## src/hdl/ple_defines.vh

```
// ple_defines.vh : constants of the postfix logic equation engine
`ifndef PLE_DEFINES_VH
`define PLE_DEFINES_VH
// parameter word layout: [15:12] opcode, [11:0] argument
`define PLE_OP_MSB      15
`define PLE_OP_LSB      12
`define PLE_ARG_MSB     11
`define PLE_ARG_LSB     0
// opcodes
`define PLE_OP_END      4'h0
`define PLE_OP_OPERAND  4'h1
`define PLE_OP_NOT      4'h2
`define PLE_OP_OR       4'h3
`define PLE_OP_AND      4'h4
`define PLE_OP_NOR      4'h5
`define PLE_OP_NAND     4'h6
`define PLE_OP_XOR      4'h7
`define PLE_OP_LATCH    4'h8
`define PLE_OP_TIMER    4'h9
`define PLE_OP_VOUT     4'hA
// operand sources in argument [7:6]; index in [5:0]
`define PLE_SRC_EXT     2'h0
`define PLE_SRC_VOUT    2'h1
`define PLE_SRC_TIMER   2'h2
`define PLE_SRC_CONST   2'h3
// sizes
`define PLE_LIST_DEPTH  512
`define PLE_ADDR_W      9
`define PLE_STACK_DEPTH 16
`define PLE_N_TIMERS    32
`define PLE_N_VOUTS     64
`define PLE_N_LATCHES   32
`define PLE_N_EXT       64
`define PLE_MIN_GATE_IN 5'h02
`define PLE_MAX_GATE_IN 5'h10
// evaluation pass period in clocks (40.96 us at 50 MHz): far more than four
// passes per power cycle, and still room for a full 512-entry list per period
`define PLE_PASS_CYCLES 2048
`endif

```

## src/hdl/ple_engine.v

```verilog
// ple_engine.v : postfix logic equation engine, top level
// Functional notes
// - operands precede the operator using them
// - one result; reuse needs a virtual output
// - virtual output assignment ends the equation
// - duplicate timer or assignment is syntax error
// - evaluate parameters strictly in list order
// - and/or/nor/nand take 2 to 16 inputs
// - xor takes two, true if exactly one
// - latch is reset dominant
// - newest is reset, next older is set
// - set latch holds until reset
// - latches cleared at power up
// - settings change recompiles and clears latches
// - 32 timers started by preceding result
// - 64 virtual outputs take preceding result
// - gate truth functions as tabulated
// - stop evaluation at first end marker
// - whole list evaluated four times per cycle
`timescale 1ns/10ps
`include "ple_defines.vh"
module ple_engine (
  input  wire        SYS_CLK,
  input  wire        NRST,
  input  wire        SETTINGS_CHANGED,  // pulse: new setting value entered
  input  wire [15:0] PARAM_DATA,        // parameter word at PARAM_ADDR
  input  wire [63:0] EXT_OPERANDS,      // element and contact states
  input  wire [31:0] TIMER_OUT,         // outputs of the 32 timers
  output reg  [8:0]  PARAM_ADDR,        // list index being read
  output reg  [31:0] TIMER_START,       // timer start inputs
  output reg  [63:0] VIRT_OUT,          // virtual outputs of last pass
  output reg         PASS_DONE,         // pulse: pass finished
  output reg         SYNTAX_ERR,        // level: list broke a rule
  output reg         BUSY               // level: compile scan or pass in progress
);
  // states
  localparam ST_IDLE  = 2'h0;
  localparam ST_CHECK = 2'h1;           // compile: duplicate scan
  localparam ST_EVAL  = 2'h2;
  localparam ST_WAIT  = 2'h3;           // fetch latency slot

  reg [1:0]  state_r;
  reg [21:0] tick_r;                    // pass period counter
  reg [8:0]  pc_r;                      // current parameter index
  reg [63:0] vout_work_r;               // current-pass virtual outputs
  reg [63:0] vout_seen_r;               // assigned already this pass
  reg [31:0] tmr_seen_r;                // timer used already (compile)
  reg [63:0] vas_seen_r;                // assignment used (compile)
  reg [31:0] latch_r;                   // latch states, volatile
  reg [4:0]  latch_idx_r;               // next latch instance
  reg        compiled_r;                // list compiled since change
  reg        st_clear;                  // stack control, comb
  reg [4:0]  st_pop;
  reg        st_push;
  reg        st_val;
  wire [15:0] st_bits;
  wire [4:0]  st_depth;
  wire        st_ovf;
  wire [3:0]  op   = PARAM_DATA[`PLE_OP_MSB:`PLE_OP_LSB];
  wire [11:0] arg  = PARAM_DATA[`PLE_ARG_MSB:`PLE_ARG_LSB];
  wire [4:0]  nin  = arg[4:0];          // gate input count
  wire [5:0]  idx  = arg[5:0];

  // mask of the n newest stack bits
  function [15:0] in_mask;
    input [4:0] n;
    begin
      in_mask = (n >= 5'h10) ? 16'hFFFF : ((16'h0001 << n) - 16'h0001);
    end
  endfunction

  // operand fetch; virtual outputs read early see the last pass
  function fetch_operand;
    input [11:0] a;
    input [63:0] ext;
    input [31:0] tmr;
    input [63:0] work;
    input [63:0] seen;
    input [63:0] prev;
    begin
      case (a[7:6])
        `PLE_SRC_EXT:   fetch_operand = ext[a[5:0]];
        `PLE_SRC_VOUT:  fetch_operand = seen[a[5:0]] ? work[a[5:0]] : prev[a[5:0]];
        `PLE_SRC_TIMER: fetch_operand = tmr[a[4:0]];
        default:        fetch_operand = a[0];                  // fixed on/off
      endcase
    end
  endfunction

  wire [15:0] gate_in = st_bits & in_mask(nin);
  wire        gate_ok = (nin >= `PLE_MIN_GATE_IN) && (nin <= `PLE_MAX_GATE_IN) && (st_depth >= nin);
  wire        l_set   = st_bits[1];
  wire        l_rst   = st_bits[0];
  wire        l_nxt   = ~l_rst & (l_set | latch_r[latch_idx_r]);

  ple_stack u_stack (
    .clk      (SYS_CLK),
    .nrst     (NRST),
    .clear    (st_clear),
    .pop_n    (st_pop),
    .push     (st_push),
    .push_val (st_val),
    .top_bits (st_bits),
    .depth    (st_depth),
    .overflow (st_ovf)
  );

  // one parameter per step; operators consume newest results only
  always @* begin
    st_clear = 1'b0;
    st_pop   = 5'h00;
    st_push  = 1'b0;
    st_val   = 1'b0;
    if (state_r == ST_IDLE) begin
      st_clear = 1'b1;
    end else if (state_r == ST_EVAL) begin
      case (op)
        `PLE_OP_OPERAND: begin
          st_push = 1'b1;
          st_val  = fetch_operand(arg, EXT_OPERANDS, TIMER_OUT, vout_work_r, vout_seen_r, VIRT_OUT);
        end
        `PLE_OP_NOT: begin
          st_pop = 5'h01;
          st_push = 1'b1;
          st_val = ~st_bits[0];
        end
        `PLE_OP_OR, `PLE_OP_AND, `PLE_OP_NOR, `PLE_OP_NAND: begin
          st_pop  = gate_ok ? nin : 5'h00;
          st_push = 1'b1;
          case (op)
            `PLE_OP_OR:  st_val = |gate_in;
            `PLE_OP_AND: st_val = (gate_in == in_mask(nin));
            `PLE_OP_NOR: st_val = ~|gate_in;
            default:     st_val = (gate_in != in_mask(nin));
          endcase
        end
        `PLE_OP_XOR: begin
          st_pop = 5'h02;
          st_push = 1'b1;
          st_val = st_bits[0] ^ st_bits[1];
        end
        `PLE_OP_LATCH: begin
          st_pop = 5'h02;
          st_push = 1'b1;
          st_val = l_nxt;
        end
        `PLE_OP_TIMER: begin
          st_pop = 5'h01;
          st_push = 1'b1;
          st_val = TIMER_OUT[idx[4:0]];
        end
        `PLE_OP_VOUT: st_clear = 1'b1;
        default: st_clear = 1'b0;
      endcase
    end
  end

  // sequencer: compile scan after a change, then periodic passes
  always @(posedge SYS_CLK or negedge NRST) begin
    if (!NRST) begin
      state_r     <= ST_IDLE;
      tick_r      <= 22'h000000;
      pc_r        <= 9'h000;
      PARAM_ADDR  <= 9'h000;
      vout_work_r <= 64'h0;
      vout_seen_r <= 64'h0;
      tmr_seen_r  <= 32'h0;
      vas_seen_r  <= 64'h0;
      latch_r     <= 32'h0;
      latch_idx_r <= 5'h00;
      compiled_r  <= 1'b0;
      TIMER_START <= 32'h0;
      VIRT_OUT    <= 64'h0;
      PASS_DONE   <= 1'b0;
      SYNTAX_ERR  <= 1'b0;
      BUSY        <= 1'b0;
    end else begin
      PASS_DONE <= 1'b0;
      tick_r <= (tick_r == `PLE_PASS_CYCLES - 1) ? 22'h000000 : tick_r + 22'h000001;
      if (SETTINGS_CHANGED) begin
        // recompile: abandon pass and clear all latch memory
        state_r     <= ST_IDLE;
        latch_r     <= 32'h0;
        compiled_r  <= 1'b0;
        BUSY        <= 1'b0;
      end else begin
        case (state_r)
          ST_IDLE: begin
            if (!compiled_r) begin
              state_r    <= ST_CHECK;
              tmr_seen_r <= 32'h0;
              vas_seen_r <= 64'h0;
              SYNTAX_ERR <= 1'b0;
              pc_r       <= 9'h000;
              PARAM_ADDR <= 9'h000;
              BUSY       <= 1'b1;
            end else if (tick_r == 22'h000000) begin
              state_r     <= ST_WAIT;
              pc_r        <= 9'h000;
              PARAM_ADDR  <= 9'h000;
              vout_seen_r <= 64'h0;
              vout_work_r <= VIRT_OUT;
              latch_idx_r <= 5'h00;
              BUSY        <= 1'b1;
            end
          end
          ST_CHECK: begin
            // duplicate timers or assignments are flagged
            if (op == `PLE_OP_TIMER) begin
              if (tmr_seen_r[idx[4:0]]) SYNTAX_ERR <= 1'b1;
              tmr_seen_r[idx[4:0]] <= 1'b1;
            end
            if (op == `PLE_OP_VOUT) begin
              if (vas_seen_r[idx]) SYNTAX_ERR <= 1'b1;
              vas_seen_r[idx] <= 1'b1;
            end
            if (op == `PLE_OP_END || pc_r == `PLE_LIST_DEPTH - 1) begin
              state_r    <= ST_IDLE;
              compiled_r <= 1'b1;
              BUSY       <= 1'b0;
            end else begin
              pc_r       <= pc_r + 9'h001;
              PARAM_ADDR <= pc_r + 9'h001;
            end
          end
          ST_WAIT: begin
            // overflow pulse of the last push lands here, one step late
            state_r <= ST_EVAL;
            if (st_ovf)
              SYNTAX_ERR <= 1'b1;
          end
          ST_EVAL: begin
            // gate with too few pending results is a syntax error
            if ((op >= `PLE_OP_OR && op <= `PLE_OP_NAND && !gate_ok) ||
                ((op == `PLE_OP_XOR || op == `PLE_OP_LATCH) && st_depth < 5'h02) ||
                ((op == `PLE_OP_NOT || op == `PLE_OP_TIMER || op == `PLE_OP_VOUT) && st_depth == 5'h00) ||
                st_ovf)
              SYNTAX_ERR <= 1'b1;
            if (op == `PLE_OP_LATCH) begin
              latch_r[latch_idx_r] <= l_nxt;
              latch_idx_r <= latch_idx_r + 5'h01;
            end
            if (op == `PLE_OP_TIMER)
              TIMER_START[idx[4:0]] <= st_bits[0];
            if (op == `PLE_OP_VOUT) begin
              vout_work_r[idx] <= st_bits[0];
              vout_seen_r[idx] <= 1'b1;
            end
            if (op == `PLE_OP_END || pc_r == `PLE_LIST_DEPTH - 1) begin
              state_r   <= ST_IDLE;
              VIRT_OUT  <= (op == `PLE_OP_VOUT) ? (vout_work_r | ({63'h0, 1'b1} << idx)) &
                           ~(({63'h0, ~st_bits[0]}) << idx) : vout_work_r;
              PASS_DONE <= 1'b1;
              BUSY      <= 1'b0;
            end else begin
              pc_r       <= pc_r + 9'h001;
              PARAM_ADDR <= pc_r + 9'h001;
              state_r    <= ST_WAIT;
            end
          end
          default: state_r <= ST_IDLE;
        endcase
      end
    end
  end
endmodule // ple_engine

```

## src/hdl/ple_stack.v

```verilog
// ple_stack.v : pending-result stack of the equation engine
`timescale 1ns/10ps
`include "ple_defines.vh"
module ple_stack (
  input  wire        clk,
  input  wire        nrst,
  input  wire        clear,     // drop all pending results
  input  wire [4:0]  pop_n,     // results consumed this step
  input  wire        push,      // push one new result
  input  wire        push_val,
  output wire [15:0] top_bits,  // bit 0 is newest result
  output wire [4:0]  depth,
  output reg         overflow   // pulse: push onto full stack
);
  reg [15:0] bits_r;            // shift register, newest at bit 0
  reg [4:0]  depth_r;           // pending count
  reg [15:0] bits_nxt;
  reg [4:0]  depth_nxt;
  assign top_bits = bits_r;
  assign depth    = depth_r;

  // pop then push; consumed bits shift out of the bottom
  always @* begin
    bits_nxt  = bits_r >> pop_n;
    depth_nxt = depth_r - pop_n;
    if (push) begin
      bits_nxt  = {bits_nxt[14:0], push_val};
      depth_nxt = (depth_nxt == 5'h10) ? depth_nxt : depth_nxt + 5'h01;
    end
    if (clear) begin
      bits_nxt  = 16'h0000;
      depth_nxt = 5'h00;
    end
  end

  always @(posedge clk or negedge nrst) begin
    if (!nrst) begin
      bits_r   <= 16'h0000;
      depth_r  <= 5'h00;
      overflow <= 1'b0;
    end else begin
      bits_r   <= bits_nxt;
      depth_r  <= depth_nxt;
      overflow <= push & ~clear & ((depth_r - pop_n) == 5'h10);
    end
  end
endmodule // ple_stack

```

## config.mk

```make
export PLATFORM = sky130hd
export DESIGN_NAME = ple_engine
export DESIGN_NICKNAME = d
export VERILOG_FILES = /design/src/hdl/ple_engine.v /design/src/hdl/ple_stack.v
export VERILOG_INCLUDE_DIRS = /design/src /design/src/hdl
export SDC_FILE = /design/constraint.sdc
export NUM_CORES = 1
export LEC_CHECK = 0
export ABC_CLOCK_PERIOD_IN_PS = 8400
export BUFFER_PORTS_ARGS = -buffer_cell sky130_fd_sc_hd__buf_2
export CORE_MARGIN = 8
export CORE_UTILIZATION = 25
export CTS_CLUSTER_SIZE = 28
export DETAILED_ROUTE_END_ITERATION = 10
export GPL_ROUTABILITY_DRIVEN = 0
export PLACE_DENSITY = 0.52
export SYNTH_ARGS = -nofsm -noshare
export SYNTH_HDL_FRONTEND = slang
export SYNTH_SLANG_ARGS = --single-unit
```

## constraint.sdc

```tcl
create_clock -name SYS_CLK -period 8.4 [get_ports SYS_CLK]
set_clock_uncertainty 0.15 [all_clocks]
set_input_delay 1.26 -clock SYS_CLK [delete_from_list [all_inputs] [get_ports SYS_CLK]]
set_output_delay 1.26 -clock SYS_CLK [all_outputs]
set_load 0.05 [all_outputs]
```

==> flow_summary.ini <==
[run_status]
status = completed

[placement]
port_buffers = 218
dpl-instance-area_sq_um = 25900
dp_hpwl_um = 59900

[pwr]
p_seq_share_pct = 43.0
p_sw_mw = 1.27
p_comb_share_pct = 9.0
p_sw_share_pct = 26.5
p_int_mw = 3.54
p_clk_share_pct = 48.0
powerDensity_nw_per_um2 = 174
power_leakage_nw = 12.7
ir_drop_mv = 0.137

[synthesis]
syn_area_sq_um = 23500
synth_cell_types = 86
yosys-top-cells-area = dfrtp_1 44%, mux2i_1 9.3%, a21oi_1 6.6%
synth_common_cells = 416 x dfrtp_1, 339 x nand2_1, 311 x a21oi_1
syn_inst = 2550
seq_area_frac_synth_pct = 44.3
synth_ff_type = dfrtp_1
synth_edf_count = 0
yosysTopAreaCell = dfrtp_1
avgSynthCellArea_sq_um = 9.21
synth_top_cell_area_share_pct = 44.3
ys_seq_elements = 416
syn_nets = 2691
async_flop_share_pct = 100
synth.most_common_cell = dfrtp_1
synth_warnings = 0

[clock_network]
cts_tree = yes
path_clk_slew_ns = 0.06
cts_sinks = 416
cts_inserted_buffers = 50
clock_path_buffers = 3
clk_latency_ns = 0.61
h-tree-depth = 2
root_buffer = clkbuf_16
cts.hold.buffers_added = 0
post_cts_buffers = 0
cts_resized = 0

[die]
ios = 223
core_region_area_sq_um = 93200
start_util_pct = 25.2
die_w_um = 322
num_rows = 112
die_h_um = 322
die_area_sq_um = 104000

[worst_hold_path]
hp-start = tick_r[21]
worstHoldPathType = flop to flop

[global_route]
grt_max_degree = 162
grt_pass1_vias = 19800
overflow = 0
grt_pass1_wl_um = 134000
grt_usage_pct = 16.7
antenna_found_initial = 6

[job]
max_cap_violations = 0

[detailed_routing]
first_pass_iters = 5
vias = 20300
wl_per_cell_um = 22.6
drt_wl_total_um = 89600
drt-initial-drc-count = 1834
vias_per_cell = 5.14
ant_nets = 0
drc = 0

[finish]
drive_above_1_share_pct = 18.5
multi_input_area_sq_um = 12200
layout.nets = 2803
fin_area_sq_um = 27600
area_growth_pct = 17.6
fillers = 9850
register_area_sq_um = 10400

[setup_path]
rrSetupSlack_ns = 4.26
cp.required_ns = 8.78
reg2reg_from = state_r[0]
end_kind = flop
crit_path_max_fanout = 47
cp-start-kind = input pin
worst_ep_arrival_time_ns = 5.56
r2r_end = u_stack.depth[0]
crit_start = PARAM_DATA[3]
worstSetupEndpoint = u_stack.depth[0]
crit_type = input pin to flop
rr_worst_depth = 18

[timing]
setup_viol = 0
finalCriticalPeriod_ns = 5.18
tns_ns = 0
tightest_slew_ns = 1.18
relSlewSlack_pct = 20.6
fmax_mhz = 193
timing.final.crit_share_pct = 61.7
rsz0062_at_grt = false
slew_viol_final = 0
final-hold-violation-count = 0
-- placed cells by master, fill, tap and decap left out, drive strengths merged, types with 8 or more instances in the layout --
| cell type | n |
|---|---|
| a211oi | 25 |
| a21o | 10 |
| a21oi | 311 |
| a31oi | 32 |
| and2 | 11 |
| and3 | 23 |
| buf | 275 |
| clkbuf | 71 |
| clkinv | 15 |
| dfrtp | 416 |
| ha | 25 |
| inv | 31 |
| mux2 | 36 |
| mux2i | 218 |
| mux4 | 51 |
| nand2 | 339 |
| nand2b | 10 |
| nand3 | 62 |
| nand4 | 16 |
| nor2 | 281 |
| nor2b | 21 |
| nor3 | 41 |
| nor4 | 23 |
| o21a | 10 |
| o21ai | 138 |
| o22ai | 63 |
| o32a | 11 |
| or2 | 8 |
| xnor2 | 20 |
| xor2 | 17 |
-- worst max-delay path, stage by stage --
cell,delay [ns]
buf_2,0.08
buf_4,0.42
clkinv_1,0.48
ha_1,0.43
nand2_1,0.04
o21ai_1,0.36
nand4_1,0.25
nor2_2,0.24
inv_2,0.22
ha_1,0.38
a21o_1,0.19
a21oi_1,0.20
xor2_1,0.21
xnor2_1,0.18
nand4_1,0.21
a21o_1,0.23
a21oi_1,0.12
-- cells by family after synthesis --
kind of cell	share of synthesized area [%]
simple gates	16.4
flops	44.3
xor+xnor	1.38
mux	15.9
buf+inv	4.35
fa+ha+maj	1.42
compound gates	16.2
-- metal layers --
layer  track usage (%)  vias to the layer above  wire (um)
li1                  -                     9326          -
met1              22.8                    10200      39300
met2              26.2                      681      41200
met3              3.35                      148       5800
met4              5.81                        4       3210
met5                 0                        -         28
-- layout make-up --
cell class | instances | area share (%)
clock buffer | 71 | 5.44
antenna | 1 | 0.00906
sequential | 416 | 37.7
multi-input combinational | 1888 | 44.2
timing repair buffer | 275 | 5.67
inverter | 31 | 0.430
tap | 1254 | 5.68
clock inverter | 22 | 0.897
-- worst min path at each step --
stage | cells past startpoint | to | slack [ns]
global placement | 1 | tick_r[21] | 0.31
global route | 1 | tick_r[21] | 0.35
floorplan | 1 | tick_r[21] | 0.30
CTS | 1 | tick_r[21] | 0.33
detailed placement | 1 | tick_r[21] | 0.32
finish | 1 | tick_r[21] | 0.32
-- power groups by stage --
stage / combinational (mW) / clock [mW] / sequential (mW)
2_1_floorplan: 0.236 / 0 / 2.11
3_3_place_gp: 0.434 / 0 / 2.11
3_5_place_dp: 0.436 / 0 / 2.11
4_1_cts: 0.437 / 2.37 / 2.07
5_1_grt: 0.469 / 2.45 / 2.07
6_report: 0.434 / 2.31 / 2.07
-- state kept, by name, summed over array words and instances (netlist names) --
| signal | flops |
|---|---|
| vas_seen_r | 64 |
| SYNTAX_ERR | 1 |
| u_stack.top_bits | 16 |
| latch_r | 32 |
| vout_seen_r | 64 |
| TIMER_START | 32 |
| vout_work_r | 64 |
| tick_r | 22 |
| u_stack.depth | 5 |
| BUSY | 1 |
| compiled_r | 1 |
| VIRT_OUT | 64 |
| latch_idx_r | 5 |
| PASS_DONE | 1 |
| PARAM_ADDR | 9 |
| tmr_seen_r | 32 |
| state_r | 2 |
| u_stack.overflow | 1 |
-- metrics by stage --
stage | worst slack (ns) | hold WS, ns | cells | util, % | power [mW]
global route | 3.02 | 0.348 | 3957 | 29.6 | 4.99
global placement | 2.72 | 0.313 | 3864 | 27.8 | 2.54
finish | 3.22 | 0.324 | 3958 | 29.6 | 4.81
CTS | 3.29 | 0.326 | 3957 | 29.6 | 4.87
detailed placement | 2.67 | 0.317 | 3864 | 27.8 | 2.54
floorplan | 3.29 | 0.296 | 2550 | - | 2.34
Note: power is estimated with default switching activity, not from simulation.
